### config.mk
export PLATFORM = sky130hd
export DESIGN_NAME = framer_ctrl_crc_errcnt_monitor
export DESIGN_NICKNAME = d
export VERILOG_FILES = /design/src/framer_ctrl_pkg.sv /design/src/error_accum.sv /design/src/framer_ctrl_crc_errcnt_monitor.sv
export SDC_FILE = /design/constraint.sdc
export NUM_CORES = 1
export LEC_CHECK = 0
export ABC_AREA = 1
export BUFFER_PORTS_ARGS = -buffer_cell sky130_fd_sc_hd__buf_2
export CORE_MARGIN = 1
export CORE_UTILIZATION = 40
export CTS_CLUSTER_SIZE = 25
export DETAILED_ROUTE_END_ITERATION = 6
export HOLD_SLACK_MARGIN = 0.1
export PLACE_DENSITY = 0.63
export SETUP_SLACK_MARGIN = 0.2
export SYNTH_ARGS = -nofsm -noshare
export SYNTH_HDL_FRONTEND = slang
export SYNTH_HIERARCHICAL = 1
export SYNTH_SLANG_ARGS = --single-unit
### constraint.sdc
create_clock -name clk -period 2.7 [get_ports clk]
set_input_delay 0.405 -clock clk [delete_from_list [all_inputs] [get_ports clk]]
set_output_delay 0.405 -clock clk [all_outputs]
set_load 0.005 [all_outputs]
### src/framer_ctrl_pkg.sv
// Constants shared by the framer common control register block
`default_nettype none
package framer_ctrl_pkg;
    localparam int unsigned DATA_W = 8;
    localparam int unsigned ADDR_W = 8;
    localparam int unsigned CHAN_W = 5;
    localparam int unsigned ERR_W = 16;

    localparam logic [ADDR_W-1:0] FRAMER_A_RECEIVE_CONTROL_OFS = 8'h1e;
    localparam logic [ADDR_W-1:0] FRAMER_B_TRANSMIT_CONTROL_OFS = 8'hb9;
    localparam logic [ADDR_W-1:0] FRAMER_B_RECEIVE_CONTROL_OFS = 8'hbe;

    localparam logic [DATA_W-1:0] FRAMER_A_RECEIVE_CONTROL_RST = 8'h00;
    localparam logic [DATA_W-1:0] FRAMER_B_TRANSMIT_CONTROL_RST = 8'h00;
    localparam logic [DATA_W-1:0] FRAMER_B_RECEIVE_CONTROL_RST = 8'h00;
    localparam logic [DATA_W-1:0] UNMAPPED_READ = 8'h00;

    // Field positions; CRC6 and channel fields shared by receive and transmit control layouts
    localparam int unsigned ALT_CRC6_BIT = 7;
    localparam int unsigned ACCUM_MODE_BIT = 6;
    localparam int unsigned MANUAL_LATCH_BIT = 5;
    localparam int unsigned CHAN_LSB = 0;
    localparam int unsigned CHAN_MSB = 4;

    // Writable bits of the transmit control register; 6 and 5 are unassigned
    localparam logic [DATA_W-1:0] TX_CTRL_WMASK = 8'h9f;

    localparam logic [ERR_W-1:0] ERR_ZERO = 16'h0000;
    localparam logic [DATA_W-1:0] MON_RST = 8'h00;

    // Host wait after a manual latch, rounded up to whole cycles
    localparam int unsigned CLK_PERIOD_NS = 40;
    localparam int unsigned MANUAL_WAIT_NS = 972;
    localparam int unsigned MANUAL_WAIT_CYC = (MANUAL_WAIT_NS + CLK_PERIOD_NS - 1) / CLK_PERIOD_NS;
    localparam int unsigned WAIT_W = 5;
    localparam logic [WAIT_W-1:0] WAIT_LOAD = WAIT_W'(MANUAL_WAIT_CYC);
    localparam logic [WAIT_W-1:0] WAIT_ZERO = 5'h00;
    localparam logic [WAIT_W-1:0] WAIT_ONE = 5'h01;

    typedef enum logic [1:0] {
        ACC_IDLE = 2'b00,
        ACC_ARMED = 2'b01,
        ACC_LATCH = 2'b11
    } accum_state_t;
endpackage : framer_ctrl_pkg
`default_nettype wire

### src/error_accum.sv
// Error counter accumulation and latching for one framer
`default_nettype none
module error_accum
    import framer_ctrl_pkg::*;
(
    input wire logic clk,
    input wire logic sys_rst,
    input wire logic accum_mode_select,
    input wire logic manual_count_latch,
    input wire logic interval_sel,
    input wire logic tick_short,
    input wire logic tick_long,
    input wire logic err_event,
    output logic [ERR_W-1:0] err_count,
    output logic latch_pulse
);
    accum_state_t state_q, state_d;
    logic [ERR_W-1:0] acc_q, acc_d;
    logic [ERR_W-1:0] cnt_q, cnt_d;
    logic timed_end;
    logic manual_prev_q, manual_prev_d;
    logic do_latch;

    always_comb
    begin
        manual_prev_d = manual_count_latch;
        timed_end = interval_sel ? tick_long : tick_short;
        state_d = state_q;
        case (state_q)
            ACC_IDLE:
            begin
                if (accum_mode_select && manual_count_latch && !manual_prev_q)
                begin
                    state_d = ACC_LATCH;
                end
            end
            ACC_LATCH:
            begin
                state_d = ACC_IDLE;
            end
            default:
            begin
                state_d = ACC_IDLE;
            end
        endcase
        do_latch = accum_mode_select ? (state_q == ACC_LATCH) : timed_end;
        acc_d = acc_q;
        cnt_d = cnt_q;
        if (do_latch)
        begin
            cnt_d = acc_q;
            acc_d = ERR_ZERO;
        end
        else if (err_event && acc_q != {ERR_W{1'b1}})
        begin
            acc_d = acc_q + ERR_W'(1);
        end
    end

    always_ff @(posedge clk or posedge sys_rst)
    begin
        if (sys_rst)
        begin
            state_q <= ACC_IDLE;
            acc_q <= ERR_ZERO;
            cnt_q <= ERR_ZERO;
            manual_prev_q <= 1'b0;
        end
        else
        begin
            state_q <= state_d;
            acc_q <= acc_d;
            cnt_q <= cnt_d;
            manual_prev_q <= manual_prev_d;
        end
    end

    assign err_count = cnt_q;
    assign latch_pulse = do_latch;
endmodule : error_accum
`default_nettype wire

### src/framer_ctrl_crc_errcnt_monitor.sv
// Common control registers for two framers: CRC6 select, monitors, error latching
`default_nettype none
module framer_ctrl_crc_errcnt_monitor
    import framer_ctrl_pkg::*;
(
    input wire logic clk,
    input wire logic sys_rst,
    // Parallel control port, already synchronous to clk
    input wire logic [ADDR_W-1:0] bus_addr,
    input wire logic bus_wr,
    input wire logic bus_rd,
    input wire logic [DATA_W-1:0] bus_wdata,
    output logic [DATA_W-1:0] bus_rdata,
    // Interval select bits held in each framer's control register 3
    input wire logic interval_sel_a,
    input wire logic interval_sel_b,
    input wire logic tick_short,
    input wire logic tick_long,
    input wire logic err_event_a,
    input wire logic err_event_b,
    output logic [ERR_W-1:0] err_count_a,
    output logic [ERR_W-1:0] err_count_b,
    output logic counts_settling,
    // Channel data from the framer datapaths
    input wire logic rx_chan_valid_a,
    input wire logic [CHAN_W-1:0] rx_chan_num_a,
    input wire logic [DATA_W-1:0] rx_chan_data_a,
    input wire logic rx_chan_valid_b,
    input wire logic [CHAN_W-1:0] rx_chan_num_b,
    input wire logic [DATA_W-1:0] rx_chan_data_b,
    input wire logic tx_chan_valid_b,
    input wire logic [CHAN_W-1:0] tx_chan_num_b,
    input wire logic [DATA_W-1:0] tx_chan_data_b,
    output logic [DATA_W-1:0] rx_channel_monitor_reg_a,
    output logic [DATA_W-1:0] rx_channel_monitor_reg_b,
    output logic [DATA_W-1:0] tx_channel_monitor_reg_b,
    // CRC6 variant selects to the framers
    output logic rx_alt_crc6_select_a,
    output logic rx_alt_crc6_select_b,
    output logic tx_alt_crc6_select_b
);
    logic [DATA_W-1:0] rx_ctrl_a_q, rx_ctrl_a_d;
    logic [DATA_W-1:0] tx_ctrl_b_q, tx_ctrl_b_d;
    logic [DATA_W-1:0] rx_ctrl_b_q, rx_ctrl_b_d;
    logic [DATA_W-1:0] rdata_q, rdata_d;
    logic [DATA_W-1:0] rx_mon_a_q, rx_mon_a_d;
    logic [DATA_W-1:0] rx_mon_b_q, rx_mon_b_d;
    logic [DATA_W-1:0] tx_mon_b_q, tx_mon_b_d;
    logic [WAIT_W-1:0] wait_q, wait_d;
    logic latch_a;
    logic latch_b;

    function automatic logic [CHAN_W-1:0] chan_sel(input logic [DATA_W-1:0] ctrl);
        chan_sel = ctrl[CHAN_MSB:CHAN_LSB];
    endfunction : chan_sel

    // Picks the selected channel's byte as it passes
    function automatic logic [DATA_W-1:0] monitor_next(
        input logic [DATA_W-1:0] cur,
        input logic [DATA_W-1:0] ctrl,
        input logic valid,
        input logic [CHAN_W-1:0] num,
        input logic [DATA_W-1:0] data
    );
        monitor_next = (valid && num == chan_sel(ctrl)) ? data : cur;
    endfunction : monitor_next

    // Register writes
    always_comb
    begin
        rx_ctrl_a_d = rx_ctrl_a_q;
        tx_ctrl_b_d = tx_ctrl_b_q;
        rx_ctrl_b_d = rx_ctrl_b_q;
        if (bus_wr)
        begin
            case (bus_addr)
                FRAMER_A_RECEIVE_CONTROL_OFS:
                begin
                    rx_ctrl_a_d = bus_wdata;
                end
                FRAMER_B_TRANSMIT_CONTROL_OFS:
                begin
                    tx_ctrl_b_d = bus_wdata & TX_CTRL_WMASK;
                end
                FRAMER_B_RECEIVE_CONTROL_OFS:
                begin
                    rx_ctrl_b_d = bus_wdata;
                end
                default:
                begin
                    rx_ctrl_a_d = rx_ctrl_a_q;
                end
            endcase
        end
    end

    always_ff @(posedge clk or posedge sys_rst)
    begin
        if (sys_rst)
        begin
            rx_ctrl_a_q <= FRAMER_A_RECEIVE_CONTROL_RST;
            tx_ctrl_b_q <= FRAMER_B_TRANSMIT_CONTROL_RST;
            rx_ctrl_b_q <= FRAMER_B_RECEIVE_CONTROL_RST;
        end
        else
        begin
            rx_ctrl_a_q <= rx_ctrl_a_d;
            tx_ctrl_b_q <= tx_ctrl_b_d;
            rx_ctrl_b_q <= rx_ctrl_b_d;
        end
    end

    // Register reads, answered on the edge after the strobe
    always_comb
    begin
        rdata_d = rdata_q;
        if (bus_rd)
        begin
            case (bus_addr)
                FRAMER_A_RECEIVE_CONTROL_OFS:
                begin
                    rdata_d = rx_ctrl_a_q;
                end
                FRAMER_B_TRANSMIT_CONTROL_OFS:
                begin
                    rdata_d = tx_ctrl_b_q;
                end
                FRAMER_B_RECEIVE_CONTROL_OFS:
                begin
                    rdata_d = rx_ctrl_b_q;
                end
                default:
                begin
                    rdata_d = UNMAPPED_READ;
                end
            endcase
        end
    end

    always_ff @(posedge clk or posedge sys_rst)
    begin
        if (sys_rst)
        begin
            rdata_q <= UNMAPPED_READ;
        end
        else
        begin
            rdata_q <= rdata_d;
        end
    end

    error_accum u_accum_a (
        .clk(clk),
        .sys_rst(sys_rst),
        .accum_mode_select(rx_ctrl_a_q[ACCUM_MODE_BIT]),
        .manual_count_latch(rx_ctrl_a_q[MANUAL_LATCH_BIT]),
        .interval_sel(interval_sel_a),
        .tick_short(tick_short),
        .tick_long(tick_long),
        .err_event(err_event_a),
        .err_count(err_count_a),
        .latch_pulse(latch_a)
    );

    error_accum u_accum_b (
        .clk(clk),
        .sys_rst(sys_rst),
        .accum_mode_select(rx_ctrl_b_q[ACCUM_MODE_BIT]),
        .manual_count_latch(rx_ctrl_b_q[MANUAL_LATCH_BIT]),
        .interval_sel(interval_sel_b),
        .tick_short(tick_short),
        .tick_long(tick_long),
        .err_event(err_event_b),
        .err_count(err_count_b),
        .latch_pulse(latch_b)
    );

    // Settle window after any latch; a hint only, counts are valid from the latch edge
    always_comb
    begin
        wait_d = wait_q;
        if (latch_a || latch_b)
        begin
            wait_d = WAIT_LOAD;
        end
        else if (wait_q != WAIT_ZERO)
        begin
            wait_d = wait_q - WAIT_ONE;
        end
    end

    always_ff @(posedge clk or posedge sys_rst)
    begin
        if (sys_rst)
        begin
            wait_q <= WAIT_ZERO;
        end
        else
        begin
            wait_q <= wait_d;
        end
    end

    // Channel monitors
    always_comb
    begin
        rx_mon_a_d = monitor_next(rx_mon_a_q, rx_ctrl_a_q, rx_chan_valid_a,
                                  rx_chan_num_a, rx_chan_data_a);
        rx_mon_b_d = monitor_next(rx_mon_b_q, rx_ctrl_b_q, rx_chan_valid_b,
                                  rx_chan_num_b, rx_chan_data_b);
        tx_mon_b_d = monitor_next(tx_mon_b_q, tx_ctrl_b_q, tx_chan_valid_b,
                                  tx_chan_num_b, tx_chan_data_b);
    end

    always_ff @(posedge clk or posedge sys_rst)
    begin
        if (sys_rst)
        begin
            rx_mon_a_q <= MON_RST;
            rx_mon_b_q <= MON_RST;
            tx_mon_b_q <= MON_RST;
        end
        else
        begin
            rx_mon_a_q <= rx_mon_a_d;
            rx_mon_b_q <= rx_mon_b_d;
            tx_mon_b_q <= tx_mon_b_d;
        end
    end

    assign bus_rdata = rdata_q;
    assign counts_settling = (wait_q != WAIT_ZERO);
    assign rx_channel_monitor_reg_a = rx_mon_a_q;
    assign rx_channel_monitor_reg_b = rx_mon_b_q;
    assign tx_channel_monitor_reg_b = tx_mon_b_q;
    assign rx_alt_crc6_select_a = rx_ctrl_a_q[ALT_CRC6_BIT];
    assign rx_alt_crc6_select_b = rx_ctrl_b_q[ALT_CRC6_BIT];
    assign tx_alt_crc6_select_b = tx_ctrl_b_q[ALT_CRC6_BIT];
endmodule : framer_ctrl_crc_errcnt_monitor
`default_nettype wire

* Word level (Yosys, flattened, before mapping)
Cells that the tools add are included.
Cells by class: $add $sub $neg 3, equality and inequality tests 12, multiplexer cells 15, reduce and logical (&&, ||, !) cells 21
Operators by type and width (count):
- two-way mux 16 bit | 4
- adder 16 x 1 -> 16 bit (second input constant) | 2
- inequality test 16 bit (second input constant) | 2
- case mux 8 bit (3 select lines) | 1
- == test 8 bit (second input constant) | 2
- == test 5 bit | 3
- two-way mux 5 bit | 2
- logical AND 1 bit | 9
- == test 8 x 5 -> 1 bit (second input constant) | 1
- two-way mux 2 bit | 4
- AND reduction 2 bit | 3
- nonzero test 2 bit | 3
- nonzero test 5 bit | 1
- subtractor 5 x 1 -> 5 bit (second input constant) | 1
- == test 2 bit (second input constant) | 2
- logical NOT 2 bit | 2
- two-way mux 1 bit | 4
- inequality test 2 x 1 -> 1 bit (second input constant) | 2
- logical NOT 1 bit | 2
- logical OR 1 bit | 1
Storage, ports and cells: bits in registers 129, input bits 68, output and inout bits 68, word-level logic and storage cells 67

* Depth between registers and ports, before layout
Gate-level depths: netlist of run 1.
depth in word-level cells 4, depth in mapped cells 10, gate-level depth less buffers 9

* Hierarchy
Netlist of run 1, hierarchy kept.
By module, submodules not included:
- error_accum | instances 2, cells each 231, area an instance 1767.9 um2, seq. area each 850.8 um2
- framer_ctrl_crc_errcnt_monitor | instances 1, cells each 368, area an instance 3030.4 um2, seq. area each 1476.4 um2

* Least setup slack after synthesis of run 1
Ideal clock, no wire load.
path type reg-to-reg, from register u_accum_a.acc_q[1], to register u_accum_a.acc_q[8], setup time 0.066 ns, arrival 1.349 ns, required time 2.634 ns, slack 1.286 ns, stages on the path, launching flop included 10, buffers on the path 0, period minus slack after synthesis 1.414 ns, cells stage by stage dfrtp_1 ha_1 nand2_1 nor2_4 nand2_2 nor2_4 nor2_4 nor2_8 nand2_1 nand2_1
Between the ends: longest elaborated chain between the ends 3, elaborated cells on any way between the ends 6, classes of those cells 1 x add/sub; 1 x eq/ne; 2 x mux; 2 x reduce/logical
RTL lines:
- start, declared | line error_accum.sv:18 | logic [ERR_W-1:0] acc_q, acc_d;
- start signal, assigned | line error_accum.sv:65 | acc_q <= ERR_ZERO;
- start signal, assigned | line error_accum.sv:72 | acc_q <= acc_d;
- adder 16 x 1 -> 16 bit or inequality test 16 bit (tied branches) | line error_accum.sv:56, error_accum.sv:54
- two-way mux 16 bit or logical AND 1 bit (tied branches) | line error_accum.sv:54 | else if (err_event && acc_q != {ERR_W{1'b1}})
- two-way mux 16 bit or nonzero test 2 bit (tied branches)
Parallel ways exist; a longest one is shown, timed or not. The select of a mux whose other input is x is not followed. A chain may end at the register's enable or synchronous reset.

* Worst setup path after layout of run 1
from register wait_q[0], to output port counts_settling
Between the ends: longest elaborated chain between the ends 1
RTL lines:
- start, declared | line framer_ctrl_crc_errcnt_monitor.sv:49 | logic [WAIT_W-1:0] wait_q, wait_d;
- start signal, assigned | line framer_ctrl_crc_errcnt_monitor.sv:200 | wait_q <= wait_d;
- nonzero test 5 bit | line framer_ctrl_crc_errcnt_monitor.sv:232 | assign counts_settling = (wait_q != WAIT_ZERO);
- end, declared | line framer_ctrl_crc_errcnt_monitor.sv:23 | output logic counts_settling,
Every way passes these cells.

==> impl_metrics.csv, run 1 <==
group,metric,value,unit
outcome,status,"finished clean",
floorplan,row_count,46,
worst_setup_path,crit_fanout,7,
clocking,hold_buffers,1,
route,wirelength,14800,um
synth,seq_area_frac_synth,48.40,%
synth,async_flop_share,100.0,%
final_layout,num-nets-final,1043,
floorplan,die_area,16930,um^2
worst_hold_path,whs_path_depth,3,
floorplan,core_area,15940,um^2
global_route,overflow,0,
synth,yosysWarnings,6,
clocking,cts_resized,0,
final_layout,fillers,1583,
worst_setup_path,r2r_end,"u_accum_b/acc_q[8]",
route,drt_pass1_iterations,5,
final_layout,fin_cells,1202,
timing,worst-slew-pin-transition,0.7532,ns
timing,relSlewSlack,49.73,%
route,drcViolationCount,0,
synth,synth_nets,901,
clocking,cts_tree,"done",
global_route,antenna_found_initial,1,
timing,layout_setup_ws,0.7955,ns
synth,synth_area_leader_cell,"dfrtp_1",
global_route,grt_usage,18.56,%
timing,hold_viol_final,0,
floorplan,initial_core_util,41.19,%
placement,placed_cells,1168,
placement,place_ws,0.9322,ns
placement,hpwl,10860,um
timing,post-route-period-util,70.54,%
timing,tns,0,ns
power_and_ir_drop,leakagePower,4.438,nW
route,drtAntennaViolNets,0,
synth,ys_ff_latch,127,
synth,netlist_area,6566,um^2
power_and_ir_drop,power_density,648.7,nW/um^2
synth,yosys_most_used_dff,"dfrtp_1",
clocking,clock-sinks,127,
synth,synthTopCellsByArea,"dfrtp_1 48%, nand2_1 18%, nand3_1 5.3%",
worst_hold_path,hp-class,"input pin to register",
placement,place_congestion,0.8331,
route,vias,5587,
worst_setup_path,required,2.30,ns
timing,finalSetupViolCount,0,
clocking,numCtsBuffers,17,
synth,synth_common_cells,"317 x nand2_1, 127 x dfrtp_1, 89 x inv_1, 69 x nand3_1, 41 x nor2_1",
placement,port_buffers,135,
route,wire_per_inst,12.32,um
worst_setup_path,rr_worst_depth,8,
synth,synth.top_cell.area_share,48.40,%
flow_run,drv_cap,0,
global_route,grt_pass1_wl,24320,um
clocking,postCtsSetupRepairBufs,0,
worst_setup_path,arrival,1.50,ns
worst_setup_path,startpoint_type,"register",
timing,max_clock_freq,525.1,MHz
timing,period_needed,1.904,ns
floorplan,dieWidth,130.1,um
timing,slew_viol_final,0,
worst_setup_path,r2r_slack,1.02,ns
final_layout,area_growth,22.56,%
final_layout,drive_gt1_share,25.08,%
global_route,grt_max_degree,42,
clocking,cts_buffer_depth,2,
worst_setup_path,critPathCaptureType,"primary output",
synth,syn_avg_cell_area,7.911,um^2
synth,synth_cell_types,30,
timing,rsz0062_at_grt,"no",
route,vias_per_cell,4.648,
worst_setup_path,crit_type,"register to primary output",
route,drt-initial-drc-count,311,
power_and_ir_drop,worst_ir_drop_vdd,0.4255,mV
floorplan,die_y,130.1,um
clocking,root_buffer,"clkbuf_16",
global_route,grt_pass1_vias,5049,
synth,synth_edf_count,0,
worst_hold_path,min-delay-start,"bus_wdata[5]",
clocking,h-tree-depth,4,
clocking,path_clk_slew,0.05,ns
worst_setup_path,r2r_start,"u_accum_b/acc_q[1]",
synth,yosysMostFrequentCell,"nand2_1",
worst_hold_path,holdPathEnd,"rx_ctrl_a_q[5]",
clocking,clock_latency,0.41,ns
timing,skew,0.007929,ns
floorplan,io_pins,136,
synth,syn_inst,830,
[cell usage in the layout, fill, tap and decap left out, types with 3 or more instances in the layout]
cell	instances
clkbuf_8	3
buf_2	135
nand4_1	18
nor2_2	5
inv_1	88
buf_4	5
inv_2	12
nor2_8	4
ha_1	3
nand2_1	317
dfrtp_1	127
nor2_1	41
nand2_2	10
nand2_4	4
xor2_1	13
clkinv_2	7
o21ai_0	22
bufinv_16	3
o21ai_2	20
nand3_1	69
nand3b_1	6
clkbuf_16	17
a21oi_1	3
nor2_4	13
o21ai_1	25
nor3_1	4
[worst max-delay path by stage]
stage / start / to / slack (ns) / cells past startpoint
after detailed placement: tick_long / u_accum_b/acc_q[2] / 0.93 / 8
after CTS: wait_q[0] / counts_settling / 0.75 / 4
after global routing: wait_q[0] / counts_settling / 0.68 / 4
after global placement: tick_long / u_accum_b/acc_q[4] / 0.96 / 8
final: wait_q[0] / counts_settling / 0.80 / 4
after floorplan: sys_rst / bus_rdata[0] / 0.84 / 1
[cell type report]
class                           count  area (um^2)  area share, %
Sequential cell                   127         3178          39.49
Antenna cell                        1        2.502        0.03109
Clock buffer                       20        466.7          5.799
Multi-Input combinational cell    585         2892          35.93
Timing Repair Buffer              141        723.2          8.986
Clock inverter                     12        140.1          1.741
Inverter                          100        375.4          4.664
Tap cell                          216        270.3          3.358
[where the power goes]
part / internal [mW] / switching [mW] / leakage (nW)
clock: 1.51 / 0.817 / 0.301
combinational: 0.279 / 0.400 / 2.48
sequential: 2.09 / 0.128 / 1.66
[registers in the layout, summed over array words and instances, names as in the netlist, 5 cells and up]
register / flops
rx_ctrl_a_q: 8
rx_channel_monitor_reg_b: 8
u_accum_b/acc_q: 16
u_accum_a/err_count: 16
u_accum_b/err_count: 16
rx_ctrl_b_q: 8
wait_q: 5
u_accum_a/acc_q: 16
bus_rdata: 8
tx_channel_monitor_reg_b: 8
rx_channel_monitor_reg_a: 8
tx_ctrl_b_q: 6
[stage by stage]
step	hold slack, ns	util (%)	area, um^2	total power [mW]
after floorplan	0.3737	-	6566	2.660
after global placement	0.3348	46.59	7428	2.925
after detailed placement	0.3342	46.59	7428	2.936
after CTS	0.1999	50.46	8045	5.294
after global routing	0.2152	50.46	8045	5.480
final	0.2230	50.48	8048	5.221
[cell families after synthesis]
family,count (synthesis),share of synthesized area (%)
buffers and inverters,118,7.565
flip-flops,127,48.40
AND/OR/NAND/NOR,498,35.14
XOR/XNOR,13,1.734
adder cells (fa/ha/maj),3,0.5717
AO/OA/AOI/OAI,71,6.593
[routing by layer]
metal	vias to the layer above	track usage (%)	share of wire, %
met5	-	0	0
met4	0	8.276	1.9
met3	22	5.658	6.7
met2	147	28.25	45
met1	2521	24.24	46
li1	2897	-	-
[worst max-delay path, stage by stage (launching register included)]
cell and delay (ns):
dfrtp_1 0.36, inv_1 0.12, ha_1 0.25, nand3b_2 0.17, buf_2 0.18
Note: power is estimated with default switching activity, not from simulation.
==> inputs of run 2 (changes only) <==
Settings changed: PLACE_DENSITY 0.63 to 0.66.
Clock period 2.7 ns to 1.69 ns, I/O delays scaled along.
==> run 2 against run 1 <==
Cell area up 11%. Worst setup slack worse by 0.66 ns. Utilization up 5.3 points. Register-to-register slack worse by 0.88 ns. Via count up 7.2%. Clock-buffer cell count up 4. Total power up 65%. Die area unchanged. Critical path depth up 5.
==> impl_metrics.csv, run 2 (synthesis results as in run 1) <==
group,metric,value,unit
outcome,status,"finished clean",
clocking,cts_buffer_depth,2,
final_layout,final_cell_mix,"306 x nand2_1, 134 x buf_2, 113 x dfrtp_1",
route,drt-initial-drc-count,328,
route,drt_pass1_iterations,5,
timing,period_needed,1.552,ns
final_layout,final_common_cell,"nand2_1",
global_route,overflow,0,
floorplan,core_area,15940,um^2
route,wire_per_inst,12.97,um
flow_run,drv_cap,0,
floorplan,die_area,16930,um^2
placement,place_ws,0.07202,ns
final_layout,num-nets-final,1116,
timing,slew_viol_final,0,
worst_setup_path,critPathCaptureType,"register",
power_and_ir_drop,power_density,968.8,nW/um^2
final_layout,area_growth,35.50,%
timing,skew,0.009314,ns
worst_hold_path,hp-class,"input pin to register",
placement,place_congestion,0.8477,
floorplan,row_count,46,
worst_setup_path,critPathLaunch,"u_accum_a/acc_q[6]",
clocking,cts_tree,"done",
clocking,path_clk_slew,0.05,ns
worst_setup_path,crit_type,"register to register",
timing,whs,0.1166,ns
floorplan,io_pins,136,
timing,tns,0,ns
power_and_ir_drop,leakagePower,4.796,nW
clocking,numCtsBuffers,17,
final_layout,multi_input_area,3034,um^2
clocking,h-tree-depth,4,
final_layout,seq_area,3196,um^2
clocking,clock_latency,0.41,ns
worst_setup_path,r2r_start,"u_accum_a/acc_q[6]",
final_layout,fillers,1451,
power_and_ir_drop,worst_ir_drop_vdd,0.7388,mV
placement,hpwl,10840,um
floorplan,die_y,130.1,um
clocking,clock-sinks,127,
floorplan,dieWidth,130.1,um
timing,worst-slew-pin-transition,0.4339,ns
clocking,root_buffer,"clkbuf_16",
worst_hold_path,min-delay-start,"tx_chan_data_b[4]",
timing,hold_viol_final,0,
worst_setup_path,startpoint_type,"register",
timing,relSlewSlack,71.07,%
global_route,grt_usage,19.89,%
timing,layout_setup_ws,0.1381,ns
route,drtAntennaViolNets,0,
global_route,grt_pass1_wl,26530,um
timing,post-route-period-util,91.83,%
worst_setup_path,crit_fanout,5,
timing,rsz0062_at_grt,"yes",
route,vias,5990,
timing,finalSetupViolCount,0,
final_layout,drive_gt1_share,30.56,%
route,vias_per_cell,4.705,
global_route,grt_pass1_vias,5614,
final_layout,final_util,55.81,%
final_layout,diodes,0,
route,wirelength,16510,um
timing,max_clock_freq,644.4,MHz
route,drcViolationCount,0,
global_route,antenna_found_initial,0,
global_route,grt_max_degree,44,
worst_setup_path,arrival,1.90,ns
floorplan,initial_core_util,41.19,%
worst_setup_path,required,2.03,ns
placement,port_buffers,135,
==> run 2: per-stage QoR <==
stage / power [mW] / cells / instance area [um^2]
3_3_place_gp: 4.710 / 1178 / 7545
2_1_floorplan: 4.250 / 830 / 6570
3_5_place_dp: 4.737 / 1178 / 7545
5_1_grt: 9.025 / 1273 / 8897
4_1_cts: 8.631 / 1252 / 8578
6_report: 8.619 / 1273 / 8897
==> run 2: path summary, 6_finish.rpt <==
path	end	slack, ns	depth (start not counted)
worst max-delay path	u_accum_a/acc_q[4]	0.14	9
worst min-delay path	tx_channel_monitor_reg_b[4]	0.12	3
worst max register to register	u_accum_a/acc_q[4]	0.14	9
worst min register to register	u_accum_b/state_q[0]	0.39	1
max in group asynchronous	rx_ctrl_b_q[6]	0.72	4
min in group asynchronous	bus_rdata[4]	0.43	3
==> run 2: cell type report <==
class / instances / area share (%)
sequential: 127 / 35.92
multi-input combinational: 587 / 34.10
timing repair buffer: 212 / 15.98
clock buffer: 24 / 5.189
inverter: 100 / 4.261
tap: 216 / 3.038
clock inverter: 7 / 1.519
==> run 2: power by group <==
part / switching [mW] / leakage [nW] / internal (mW) / total (mW)
registers: 0.219 / 1.64 / 3.34 / 3.56
logic: 0.719 / 2.87 / 0.604 / 1.32
clock network: 1.25 / 0.292 / 2.49 / 3.74
total: 2.19 / 4.80 / 6.43 / 8.62
==> run 2: timing repair <==
action / 4_1_cts / 5_1_grt
endpoints found under the hold margin: 122 / 0
endpoints found under the setup margin: 29 / 51
hold buffers: 31 / 0
cloned: 0 / 3
gates resized for setup: 10 / 41
pin swaps: 8 / 15
setup buffers: 12 / 18
==> run 2: metal layers <==
layer  global-route usage, %  part of all wire, %
met5                       0                    0
met4                   7.661                  1.3
met3                   4.715                  6.1
met2                   32.13                   47
met1                   25.75                   46
==> run 2: worst max-delay path, cell delays in order (launching register included) <==
cell     delay, ns
dfrtp_1       0.44
nand2_2       0.12
nor2_4        0.19
nand2_2       0.10
nor2_4        0.15
nor2_4        0.07
buf_12        0.14
nor2_4        0.14
nand2_1       0.08
nand2_1       0.06
